`config.mk`:
```
export PLATFORM = sky130hd
export DESIGN_NAME = hdp_poll_master
export DESIGN_NICKNAME = d
export VERILOG_FILES = /design/src/include/hdp_pkg.sv /design/src/hdl/hdp_poll_master.sv /design/src/hdl/hdp_timer.sv /design/src/hdl/hdp_rx_decode.sv
export SDC_FILE = /design/constraint.sdc
export NUM_CORES = 1
export LEC_CHECK = 0
export ABC_AREA = 1
export BUFFER_PORTS_ARGS = -buffer_cell sky130_fd_sc_hd__buf_2
export CAP_MARGIN = 15
export CORE_AREA = 2 2 318 398
export CTS_BUF_LIST = sky130_fd_sc_hd__clkbuf_4 sky130_fd_sc_hd__clkbuf_8
export CTS_CLUSTER_SIZE = 24
export DETAILED_ROUTE_END_ITERATION = 12
export DIE_AREA = 0 0 320 400
export SYNTH_ARGS = -nofsm -noshare
export SYNTH_HDL_FRONTEND = slang
export SYNTH_SLANG_ARGS = --single-unit
```
`constraint.sdc`:
```
create_clock -name mclk_in -period 17.3 [get_ports mclk_in]
set_clock_uncertainty 0.2 [all_clocks]
set_input_delay 2.595 -clock mclk_in [delete_from_list [all_inputs] [get_ports mclk_in]]
set_output_delay 2.595 -clock mclk_in [all_outputs]
set_load 0.05 [all_outputs]
```
`src/include/hdp_pkg.sv`:
```
// Shared constants and types of the half-duplex poll master
package hdp_pkg;
  // ----------------------------------------------------------------
  // Register map (byte addresses)
  // ----------------------------------------------------------------
  localparam logic [7:0] REG_CTRL = 8'h00;
  localparam logic [7:0] REG_TMO = 8'h04;
  localparam logic [7:0] REG_RTS_PRE = 8'h08;
  localparam logic [7:0] REG_RTS_POST = 8'h0c;
  localparam logic [7:0] REG_LEN = 8'h10;
  localparam logic [7:0] REG_LIST_WR = 8'h14;
  localparam logic [7:0] REG_MSG = 8'h18;
  localparam logic [7:0] REG_NODE = 8'h1c;
  localparam logic [7:0] REG_IRQ_STAT = 8'h20;
  localparam logic [7:0] REG_IRQ_MASK = 8'h24;
  localparam logic [7:0] REG_STATUS = 8'h28;
  localparam logic [7:0] REG_RXDATA = 8'h2c;
  // ----------------------------------------------------------------
  // Fields and reset values
  // ----------------------------------------------------------------
  localparam int CTRL_EN = 0;
  localparam int CTRL_MULTI = 1;
  localparam int CTRL_RETRY_LO = 4;
  localparam int LEN_PRIO_LO = 8;
  localparam int LIST_IDX_LO = 8;
  localparam int LIST_PRIO = 12;
  localparam int MSG_DATA_LO = 8;
  localparam logic [7:0] CTRL_RST = 8'h30;
  localparam logic [15:0] TMO_RST = 16'h03e8;
  localparam logic [15:0] RTS_PRE_RST = 16'h000a;
  localparam logic [15:0] RTS_POST_RST = 16'h000a;
  localparam logic [7:0] ADDR_BCAST = 8'hff;
  localparam int IRQ_NOANS = 0;
  localparam int IRQ_DATA = 1;
  localparam int IRQ_SENT = 2;
  localparam int IRQ_WRAP = 3;
  // ----------------------------------------------------------------
  // Link control bytes
  // ----------------------------------------------------------------
  localparam logic [7:0] B_DLE = 8'h10;
  localparam logic [7:0] B_STX = 8'h02;
  localparam logic [7:0] B_ETX = 8'h03;
  localparam logic [7:0] B_EOT = 8'h04;
  localparam logic [7:0] B_ENQ = 8'h05;
  // ----------------------------------------------------------------
  // Timing: timers count in ticks of 1 us
  // ----------------------------------------------------------------
  localparam int CLK_PERIOD_PS = 8000;
  localparam int TICK_NS = 1000;
  localparam int TICK_CYC = (TICK_NS * 1000) / CLK_PERIOD_PS;
  // ----------------------------------------------------------------
  // Types
  // ----------------------------------------------------------------
  typedef enum logic [5:0] {
    ST_IDLE = 6'h01,
    ST_PICK = 6'h02,
    ST_RTSON = 6'h04,
    ST_SEND = 6'h08,
    ST_RTSOFF = 6'h10,
    ST_WAIT = 6'h20
  } hdp_state_t;
  typedef struct packed {
    logic eot;
    logic user_message_command;
    logic dat_v;
    logic [7:0] dat;
  } hdp_rx_ev_t;
endpackage

```
`src/hdl/hdp_poll_master.sv`:
```
// Half-duplex poll master: list sequencer, link framing, registers
// How it works
// - Poll list in order, wrap forever
// - Priority entries interleaved, polled more often
// - Slave inactive after retries used up
// - Single mode: one message, then advance
// - Multiple mode: repoll until queue empty
// - Timeout bounds wait for reply
// - RTS delays before and after sending
// - Polls generated without user command
// - Queued master message sent inside sequence
// - Two-byte reply ends slave's messages
// - One responsiveness bit per address 0-254
// - Address 255 is broadcast, never listed
`timescale 1ns/1ps
module hdp_poll_master
  import hdp_pkg::*;
#(
  parameter int LIST_N = 16
)(
  input wire logic mclk_in,
  input wire logic reset_in,
  input wire logic [7:0] reg_addr_in,
  input wire logic [31:0] reg_wdata_in,
  input wire logic reg_wr_in,
  input wire logic reg_rd_in,
  output logic [31:0] reg_rdata_out,
  output logic irq_out,
  output logic [7:0] tx_byte_out,
  output logic tx_valid_out,
  input wire logic tx_ready_in,
  input wire logic [7:0] rx_byte_in,
  input wire logic rx_valid_in,
  output logic rts_out,
  output logic [7:0] rx_data_out,
  output logic rx_data_valid_out
);
  localparam int IW = $clog2(LIST_N);

  // ----------------------------------------------------------------
  // Tick divider and timers
  // ----------------------------------------------------------------
  logic [7:0] div_r, div_nxt;
  logic tick_r, tick_nxt;
  logic rts_start, tmo_start, rts_done, tmo_done;
  logic [15:0] rts_load;
  hdp_rx_ev_t rx;

  always_comb
  begin
    tick_nxt = (div_r == 8'(TICK_CYC - 1));
    div_nxt = tick_nxt ? 8'h00 : div_r + 8'h01;
  end

  always_ff @(posedge mclk_in or posedge reset_in)
  begin
    if (reset_in)
    begin
      div_r <= 8'h00;
      tick_r <= 1'b0;
    end
    else
    begin
      div_r <= div_nxt;
      tick_r <= tick_nxt;
    end
  end
  // ----------------------------------------------------------------
  // Registers
  // ----------------------------------------------------------------
  logic [7:0] ctrl_r, ctrl_nxt, node_sel_r, node_sel_nxt;
  logic [15:0] tmo_r, tmo_nxt, pre_r, pre_nxt, post_r, post_nxt;
  logic [IW:0] nlen_r, nlen_nxt, plen_r, plen_nxt;
  logic msg_pend_r, msg_pend_nxt, msg_clr;
  logic [7:0] msg_dest_r, msg_dest_nxt, msg_data_r, msg_data_nxt;
  logic [3:0] stat_r, stat_nxt, mask_r, mask_nxt, ev;
  logic [31:0] rdata_r, rdata_nxt;
  logic irq_r;
  logic [7:0] nlist [LIST_N];
  logic [7:0] plist [LIST_N];
  logic [254:0] active_r, active_nxt;
  hdp_state_t st_r, st_nxt;
  logic [7:0] cur_r, cur_nxt;
  logic wr_list, list_bc;

  assign wr_list = reg_wr_in && reg_addr_in == REG_LIST_WR;
  assign list_bc = reg_wdata_in[7:0] == ADDR_BCAST;

  always_comb
  begin
    ctrl_nxt = ctrl_r;
    tmo_nxt = tmo_r;
    pre_nxt = pre_r;
    post_nxt = post_r;
    nlen_nxt = nlen_r;
    plen_nxt = plen_r;
    msg_dest_nxt = msg_dest_r;
    msg_data_nxt = msg_data_r;
    node_sel_nxt = node_sel_r;
    mask_nxt = mask_r;
    msg_pend_nxt = msg_pend_r && !msg_clr;
    stat_nxt = stat_r;
    rdata_nxt = 32'h0000_0000;
    if (reg_wr_in)
    begin
      case (reg_addr_in)
        REG_CTRL: ctrl_nxt = reg_wdata_in[7:0];
        REG_TMO: tmo_nxt = reg_wdata_in[15:0];
        REG_RTS_PRE: pre_nxt = reg_wdata_in[15:0];
        REG_RTS_POST: post_nxt = reg_wdata_in[15:0];
        REG_LEN:
        begin
          nlen_nxt = reg_wdata_in[IW:0];
          plen_nxt = reg_wdata_in[LEN_PRIO_LO +: IW+1];
        end
        REG_MSG:
        begin
          msg_dest_nxt = reg_wdata_in[7:0];
          msg_data_nxt = reg_wdata_in[MSG_DATA_LO +: 8];
          msg_pend_nxt = 1'b1;
        end
        REG_NODE: node_sel_nxt = reg_wdata_in[7:0];
        REG_IRQ_STAT: stat_nxt = stat_r & ~reg_wdata_in[3:0];
        REG_IRQ_MASK: mask_nxt = reg_wdata_in[3:0];
        default: ;
      endcase
    end
    stat_nxt = stat_nxt | ev;
    if (reg_rd_in)
    begin
      case (reg_addr_in)
        REG_CTRL: rdata_nxt = {24'h0, ctrl_r};
        REG_TMO: rdata_nxt = {16'h0, tmo_r};
        REG_RTS_PRE: rdata_nxt = {16'h0, pre_r};
        REG_RTS_POST: rdata_nxt = {16'h0, post_r};
        REG_LEN: rdata_nxt = 32'({plen_r, 8'(nlen_r)});
        REG_MSG: rdata_nxt = {31'h0, msg_pend_r};
        REG_NODE: rdata_nxt = {31'h0, node_sel_r != ADDR_BCAST && active_r[node_sel_r]};
        REG_IRQ_STAT: rdata_nxt = {28'h0, stat_r};
        REG_IRQ_MASK: rdata_nxt = {28'h0, mask_r};
        REG_STATUS: rdata_nxt = {18'h0, st_r, cur_r};
        REG_RXDATA: rdata_nxt = {24'h0, rx_data_out};
        default: rdata_nxt = 32'h0000_0000;
      endcase
    end
  end

  always_ff @(posedge mclk_in or posedge reset_in)
  begin
    if (reset_in)
    begin
      ctrl_r <= CTRL_RST;
      tmo_r <= TMO_RST;
      pre_r <= RTS_PRE_RST;
      post_r <= RTS_POST_RST;
      nlen_r <= '0;
      plen_r <= '0;
      msg_pend_r <= 1'b0;
      msg_dest_r <= 8'h00;
      msg_data_r <= 8'h00;
      node_sel_r <= 8'h00;
      stat_r <= 4'h0;
      mask_r <= 4'h0;
      rdata_r <= 32'h0000_0000;
      irq_r <= 1'b0;
    end
    else
    begin
      ctrl_r <= ctrl_nxt;
      tmo_r <= tmo_nxt;
      pre_r <= pre_nxt;
      post_r <= post_nxt;
      nlen_r <= nlen_nxt;
      plen_r <= plen_nxt;
      msg_pend_r <= msg_pend_nxt;
      msg_dest_r <= msg_dest_nxt;
      msg_data_r <= msg_data_nxt;
      node_sel_r <= node_sel_nxt;
      stat_r <= stat_nxt;
      mask_r <= mask_nxt;
      rdata_r <= rdata_nxt;
      irq_r <= |(stat_nxt & mask_nxt);
    end
  end

  // List memories; broadcast address is refused
  always_ff @(posedge mclk_in)
  begin
    if (wr_list && !list_bc && reg_wdata_in[LIST_PRIO])
      plist[reg_wdata_in[LIST_IDX_LO +: IW]] <= reg_wdata_in[7:0];
    else if (wr_list && !list_bc)
      nlist[reg_wdata_in[LIST_IDX_LO +: IW]] <= reg_wdata_in[7:0];
  end

  // ----------------------------------------------------------------
  // Poll sequencer
  // ----------------------------------------------------------------
  logic [IW-1:0] nidx_r, nidx_nxt, pidx_r, pidx_nxt;
  logic prio_turn_r, prio_turn_nxt, from_prio_r, from_prio_nxt;
  logic kind_msg_r, kind_msg_nxt, adv, use_p;
  logic [3:0] tries_r, tries_nxt;
  logic [2:0] bidx_r, bidx_nxt, blast;
  logic [7:0] tx_byte_nxt;
  logic tx_valid_nxt, rts_nxt;

  function automatic logic [7:0] pkt_byte(input logic m, input logic [2:0] i,
                                          input logic [7:0] a, input logic [7:0] d);
    case (i)
      3'h0: pkt_byte = B_DLE;
      3'h1: pkt_byte = m ? B_STX : B_ENQ;
      3'h2: pkt_byte = a;
      3'h3: pkt_byte = d;
      3'h4: pkt_byte = B_DLE;
      default: pkt_byte = B_ETX;
    endcase
  endfunction

  assign blast = kind_msg_r ? 3'h5 : 3'h2;
  assign use_p = plen_r != '0 && (prio_turn_r || nlen_r == '0);

  always_comb
  begin
    st_nxt = st_r;
    cur_nxt = cur_r;
    nidx_nxt = nidx_r;
    pidx_nxt = pidx_r;
    prio_turn_nxt = prio_turn_r;
    from_prio_nxt = from_prio_r;
    kind_msg_nxt = kind_msg_r;
    tries_nxt = tries_r;
    bidx_nxt = bidx_r;
    tx_byte_nxt = tx_byte_out;
    tx_valid_nxt = tx_valid_out;
    rts_nxt = rts_out;
    active_nxt = active_r;
    rts_start = 1'b0;
    rts_load = pre_r;
    tmo_start = 1'b0;
    msg_clr = 1'b0;
    adv = 1'b0;
    ev = 4'h0;
    case (st_r)
      ST_IDLE: if (ctrl_r[CTRL_EN]) st_nxt = ST_PICK;
      ST_PICK:
      begin
        bidx_nxt = 3'h0;
        tries_nxt = 4'h0;
        rts_start = 1'b1;
        st_nxt = ST_RTSON;
        if (!ctrl_r[CTRL_EN] || (!msg_pend_r && nlen_r == '0 && plen_r == '0))
        begin
          rts_start = 1'b0;
          st_nxt = ST_IDLE;
        end
        else if (msg_pend_r)
        begin
          kind_msg_nxt = 1'b1;
          cur_nxt = msg_dest_r;
        end
        else
        begin
          kind_msg_nxt = 1'b0;
          from_prio_nxt = use_p;
          cur_nxt = use_p ? plist[pidx_r] : nlist[nidx_r];
        end
      end
      ST_RTSON:
      begin
        rts_nxt = 1'b1;
        if (rts_done)
        begin
          st_nxt = ST_SEND;
          bidx_nxt = 3'h0;
          tx_valid_nxt = 1'b1;
          tx_byte_nxt = pkt_byte(kind_msg_r, 3'h0, cur_r, msg_data_r);
        end
      end
      ST_SEND:
        if (tx_valid_out && tx_ready_in)
        begin
          if (bidx_r == blast)
          begin
            tx_valid_nxt = 1'b0;
            rts_start = 1'b1;
            rts_load = post_r;
            st_nxt = ST_RTSOFF;
          end
          else
          begin
            bidx_nxt = bidx_r + 3'h1;
            tx_byte_nxt = pkt_byte(kind_msg_r, bidx_nxt, cur_r, msg_data_r);
          end
        end
      ST_RTSOFF:
        if (rts_done)
        begin
          rts_nxt = 1'b0;
          if (kind_msg_r)
          begin
            msg_clr = 1'b1;
            ev[IRQ_SENT] = 1'b1;
            st_nxt = ST_PICK;
          end
          else
          begin
            tmo_start = 1'b1;
            st_nxt = ST_WAIT;
          end
        end
      ST_WAIT:
        if (rx.eot)
        begin
          active_nxt[cur_r] = 1'b1;
          adv = 1'b1;
        end
        else if (rx.user_message_command)
        begin
          active_nxt[cur_r] = 1'b1;
          ev[IRQ_DATA] = 1'b1;
          if (ctrl_r[CTRL_MULTI])
          begin
            tries_nxt = 4'h0;
            rts_start = 1'b1;
            st_nxt = ST_RTSON;
          end
          else
            adv = 1'b1;
        end
        else if (tmo_done)
        begin
          if (tries_r < ctrl_r[CTRL_RETRY_LO +: 4])
          begin
            tries_nxt = tries_r + 4'h1;
            rts_start = 1'b1;
            st_nxt = ST_RTSON;
          end
          else
          begin
            active_nxt[cur_r] = 1'b0;
            ev[IRQ_NOANS] = 1'b1;
            adv = 1'b1;
          end
        end
      default: st_nxt = ST_IDLE;
    endcase
    if (adv)
    begin
      st_nxt = ST_PICK;
      if (from_prio_r)
      begin
        pidx_nxt = (IW+1)'(pidx_r) + 1'b1 >= plen_r ? '0 : pidx_r + 1'b1;
        prio_turn_nxt = 1'b0;
      end
      else
      begin
        nidx_nxt = (IW+1)'(nidx_r) + 1'b1 >= nlen_r ? '0 : nidx_r + 1'b1;
        ev[IRQ_WRAP] = (IW+1)'(nidx_r) + 1'b1 >= nlen_r;
        prio_turn_nxt = plen_r != '0;
      end
    end
  end

  always_ff @(posedge mclk_in or posedge reset_in)
  begin
    if (reset_in)
    begin
      st_r <= ST_IDLE;
      cur_r <= 8'h00;
      nidx_r <= '0;
      pidx_r <= '0;
      prio_turn_r <= 1'b0;
      from_prio_r <= 1'b0;
      kind_msg_r <= 1'b0;
      tries_r <= 4'h0;
      bidx_r <= 3'h0;
      tx_byte_out <= 8'h00;
      tx_valid_out <= 1'b0;
      rts_out <= 1'b0;
      active_r <= '0;
      rx_data_out <= 8'h00;
      rx_data_valid_out <= 1'b0;
    end
    else
    begin
      st_r <= st_nxt;
      cur_r <= cur_nxt;
      nidx_r <= nidx_nxt;
      pidx_r <= pidx_nxt;
      prio_turn_r <= prio_turn_nxt;
      from_prio_r <= from_prio_nxt;
      kind_msg_r <= kind_msg_nxt;
      tries_r <= tries_nxt;
      bidx_r <= bidx_nxt;
      tx_byte_out <= tx_byte_nxt;
      tx_valid_out <= tx_valid_nxt;
      rts_out <= rts_nxt;
      active_r <= active_nxt;
      rx_data_out <= rx.dat_v ? rx.dat : rx_data_out;
      rx_data_valid_out <= rx.dat_v;
    end
  end

  hdp_timer #(.W(16)) u_rts_tmr (
    .mclk_in(mclk_in),
    .reset_in(reset_in),
    .tick_in(tick_r),
    .start_in(rts_start),
    .load_in(rts_load),
    .done_out(rts_done)
  );

  hdp_timer #(.W(16)) u_tmo_tmr (
    .mclk_in(mclk_in),
    .reset_in(reset_in),
    .tick_in(tick_r),
    .start_in(tmo_start),
    .load_in(tmo_r),
    .done_out(tmo_done)
  );

  // Replies are decoded only while waiting, whichever slave sends them
  hdp_rx_decode u_rx (
    .mclk_in(mclk_in),
    .reset_in(reset_in),
    .en_in(st_r == ST_WAIT),
    .byte_in(rx_byte_in),
    .valid_in(rx_valid_in),
    .ev_out(rx)
  );

  assign reg_rdata_out = rdata_r;
  assign irq_out = irq_r;
endmodule // hdp_poll_master

```
`src/hdl/hdp_timer.sv`:
```
// Tick-driven one-shot delay timer
`timescale 1ns/1ps
module hdp_timer
  import hdp_pkg::*;
#(
  parameter int W = 16
)(
  input wire logic mclk_in,
  input wire logic reset_in,
  input wire logic tick_in,
  input wire logic start_in,
  input wire logic [W-1:0] load_in,
  output logic done_out
);
  logic [W-1:0] cnt_r, cnt_nxt;
  logic run_r, run_nxt;
  logic done_r, done_nxt;

  always_comb
  begin
    cnt_nxt = cnt_r;
    run_nxt = run_r;
    done_nxt = 1'b0;
    if (start_in)
    begin
      cnt_nxt = load_in;
      run_nxt = 1'b1;
    end
    else if (run_r && cnt_r == '0)
    begin
      run_nxt = 1'b0;
      done_nxt = 1'b1;
    end
    else if (run_r && tick_in)
      cnt_nxt = cnt_r - 1'b1;
  end

  always_ff @(posedge mclk_in or posedge reset_in)
  begin
    if (reset_in)
    begin
      cnt_r <= '0;
      run_r <= 1'b0;
      done_r <= 1'b0;
    end
    else
    begin
      cnt_r <= cnt_nxt;
      run_r <= run_nxt;
      done_r <= done_nxt;
    end
  end

  assign done_out = done_r;
endmodule // hdp_timer

```
`src/hdl/hdp_rx_decode.sv`:
```
// Reply parser: end-of-transmission and framed data packets
`timescale 1ns/1ps
module hdp_rx_decode
  import hdp_pkg::*;
(
  input wire logic mclk_in,
  input wire logic reset_in,
  input wire logic en_in,
  input wire logic [7:0] byte_in,
  input wire logic valid_in,
  output hdp_rx_ev_t ev_out
);
  // 0 idle, 1 after DLE, 2 body, 3 body after DLE
  logic [1:0] ps_r, ps_nxt;
  hdp_rx_ev_t ev_r, ev_nxt;

  always_comb
  begin
    ps_nxt = ps_r;
    ev_nxt = '0;
    if (!en_in)
      ps_nxt = 2'h0;
    else if (valid_in)
    begin
      case (ps_r)
        2'h0: ps_nxt = (byte_in == B_DLE) ? 2'h1 : 2'h0;
        2'h1:
        begin
          ev_nxt.eot = (byte_in == B_EOT);
          ps_nxt = (byte_in == B_STX) ? 2'h2 : 2'h0;
        end
        2'h2:
        begin
          ps_nxt = (byte_in == B_DLE) ? 2'h3 : 2'h2;
          ev_nxt.dat_v = (byte_in != B_DLE);
          ev_nxt.dat = byte_in;
        end
        default:
        begin
          ev_nxt.user_message_command = (byte_in == B_ETX);
          ev_nxt.dat_v = (byte_in == B_DLE);
          ev_nxt.dat = byte_in;
          ps_nxt = (byte_in == B_DLE) ? 2'h2 : 2'h0;
        end
      endcase
    end
  end

  always_ff @(posedge mclk_in or posedge reset_in)
  begin
    if (reset_in)
    begin
      ps_r <= 2'h0;
      ev_r <= '0;
    end
    else
    begin
      ps_r <= ps_nxt;
      ev_r <= ev_nxt;
    end
  end

  assign ev_out = ev_r;
endmodule // hdp_rx_decode

```
==> qor.txt <==
Status: completed
Vias in the first global route: 30,628
Root Buffer: clkbuf_8
Syn Area/Cell: 8.84 sq um
Synth warnings: 0
Final setup viols: 0
Pleak: 16.3 nW
Synthesized cell area: 0.0370 sq mm
RSZ-0062 raised after global routing: false
Final Hold Viols: 0
Int Pwr: 2.86 mW
Pwr dens: 93.4 mW/mm^2
Routed vias: 32,129
Met2 wire length: 55,700 um
Synth cell types: 56
Sequential fraction of the synthesis area: 0.533
Largest net degree at the start of global routing: 164
Setup bufs post-CTS: 0
CTS tree: built
Fill cell count: 12,882
Post-synth EDFFs: 256
Rows: 145
Yosys top cell by area: dfrtp_1
Wire length per cell: 20.5 um
Post_cts resized: 0
Main synth FF type: dfrtp_1
Slew HR: 0.180
Die X: 320 um
Comb power frac: 0.066
Clk slew on worst S/H paths: 0.06 ns
Final Net Count: 4,235
Clk_lat worst skew: 0.84 ns
Longest Clk Path Bufs: 3
Crit. End Element: async pin
Grt ovf: 0
Worst-margin pin slew: 1.23 ns
Drt first-iter violations: 3,305
Total GRT Usage: 0.185
Synthesis-to-finish area growth: 12.0%
Clk sinks: 736
Slew Viols, Final: 0
I/O pin cnt: 106
DRT antenna net count: 0
Tmin final: 5.31 ns
FMAX: 188 MHz
Wirelength, routed: 120,000 um
Pwr Total: 3.87 mW
Area contributors post-synth: dfrtp_1 32%, edfxtp_1 21%, o21ai_0 7.6%
Hold path cells: 2
Crit Path Max Fanout: 163
DR pass1 iterations: 6
Port buffer count: 73
Die Y: 400 um
Setup_tns: 0 ns
Net Switching: 1.01 mW
Initial core utilization: 0.297
Met1 WL: 49,500 um
Clock power share: 0.453
Async set or reset register ratio after synthesis: 0.652
Critical Path Source Type: input pin
Met3 wire len: 9850 um
Placer Congestion: 0.883
Hold crit path type: reg -> reg
Initial antenna violation count: 6
H-tree Lvls: 4
Worst path required time: 17.90 ns
# DRC: 0
Share of cells above drive strength 1: 0.0950
Reg2Reg Depth: 10
Top Layer Used: met5
Worst vdd ir: 54.0 uV
Cells after Synth: 4,183
Max-cap viol count: 0
First-pass GRT wire length: 184,000 um
Share of the synthesized area in the top cell type: 0.316
Area of the die: 0.128 sq mm
Core outline area: 0.124 sq mm
Via/cell ratio: 5.46
Hpwl dp: 73,700 um
Fin crit share: 0.307
Cts bufs inserted: 133
FF+latch count, synth: 736
CP Class: in -> async
Sw frac: 0.260
Cts hold-fix bufs: 0
Crit path DAT: 5.91 ns
Reg power frac: 0.481
-- power groups by stage --
| stage | combinational (mW) | sequential, mW | clock (mW) |
|---|---|---|---|
| 6_report | 0.256 | 1.86 | 1.75 |
| 5_1_grt | 0.282 | 1.86 | 1.86 |
| 4_1_cts | 0.256 | 1.86 | 1.78 |
| 3_5_place_dp | 0.255 | 1.89 | 0 |
| 3_3_place_gp | 0.253 | 1.89 | 0 |
| 2_1_floorplan | 0.163 | 1.88 | 0 |
-- routing by layer --
metal / vias to the layer above / global-route usage
li1: 14677 / -
met1: 15798 / 0.237
met2: 1370 / 0.296
met3: 280 / 0.0427
met4: 4 / 0.0871
met5: - / 0
-- worst max-delay path: stages --
cell and delay, ns:
buf_2 0.13, inv_8 0.49, buf_12 0.69, buf_4 0.91, buf_4 0.85
-- cell usage in the layout (no fill, tap or decap), types with 26 or more instances in the layout --
| cell | Yosys | routed |
|---|---|---|
| inv_1 | 369 | 368 |
| nor3_1 | 158 | 158 |
| buf_2 | 56 | 73 |
| o22ai_1 | 46 | 46 |
| ha_1 | 26 | 26 |
| o22a_1 | 127 | 127 |
| clkbuf_4 | 0 | 51 |
| edfxtp_1 | 256 | 256 |
| o21ai_0 | 562 | 562 |
| nand2_1 | 621 | 621 |
| nand4_1 | 160 | 160 |
| buf_4 | 25 | 54 |
| dfrtp_1 | 467 | 462 |
| nor2_1 | 495 | 493 |
| a21oi_1 | 56 | 56 |
| o211ai_1 | 71 | 71 |
| a32oi_1 | 128 | 128 |
| nand3_1 | 135 | 135 |
| clkbuf_8 | 0 | 155 |
-- cell usage after synthesis (71+ instances only) --
cell type  instances
edfxtp_1         256
o22a_1           127
inv_1            369
dfrtp_1          467
nor3_1           158
o21ai_0          562
a32oi_1          128
nand4_1          160
o211ai_1          71
nor2_1           495
nand2_1          621
clkbuf_1         208
nand3_1          135
-- layout make-up --
| class | instances | area, sq um | share of cell area |
|---|---|---|---|
| antenna | 3 | 7.51 | 0.000181 |
| clock buffer | 206 | 2520 | 0.0607 |
| clock inverter | 37 | 315 | 0.00761 |
| inverter | 389 | 1480 | 0.0356 |
| multi-input combinational | 2766 | 14600 | 0.351 |
| sequential | 736 | 19700 | 0.476 |
| tap | 1617 | 2020 | 0.0488 |
| timing repair buffer | 129 | 811 | 0.0196 |
-- logic make-up after synthesis --
kind of cell,after synthesis,synth area share
xor gates and xnor gates,28,0.00663
muxes,8,0.00217
AOI/OAI and AO/OA,1080,0.186
buffers and inverters,696,0.0751
DFF,736,0.533
and+or+nand+nor,1608,0.188
other,1,0.000101
adders and majority gates,26,0.00880
-- per-stage QoR --
stage          worst slack, ns  std cells  hold WS [ns]  cell area, sq um   util
6_report                 11.99       5883         0.254             41400  0.333
5_1_grt                  11.40       5881         0.282             41400  0.333
4_1_cts                  11.81       5880         0.257             41400  0.333
3_5_place_dp             10.93       5637         0.244             38600  0.310
3_3_place_gp             10.92       5637         0.233             38600  0.310
2_1_floorplan             1.13       4198         0.226             37000      -
-- final timing paths --
| path | from | endpoint | slack [ns] |
|---|---|---|---|
| max | reset_in | async pin | 11.99 |
| min | u_rx.ev_out[6]$_DFF_PP0_ | rx_data_out[6]$_DFFE_PP0P_ | 0.25 |
| max reg2reg | st_r[3]$_DFFE_PP0P_ | flip-flop | 12.41 |
| min reg2reg | u_rx.ev_out[6]$_DFF_PP0_ | rx_data_out[6]$_DFFE_PP0P_ | 0.25 |
| max in group mclk_in | reg_wdata_in[6] | plist[8][1]$_DFFE_PP_ | 12.25 |
| min in group asynchronous | reset_in | u_rts_tmr.cnt_r[14]$_DFFE_PP0P_ | 1.72 |
(Power assumes the default switching activity.)
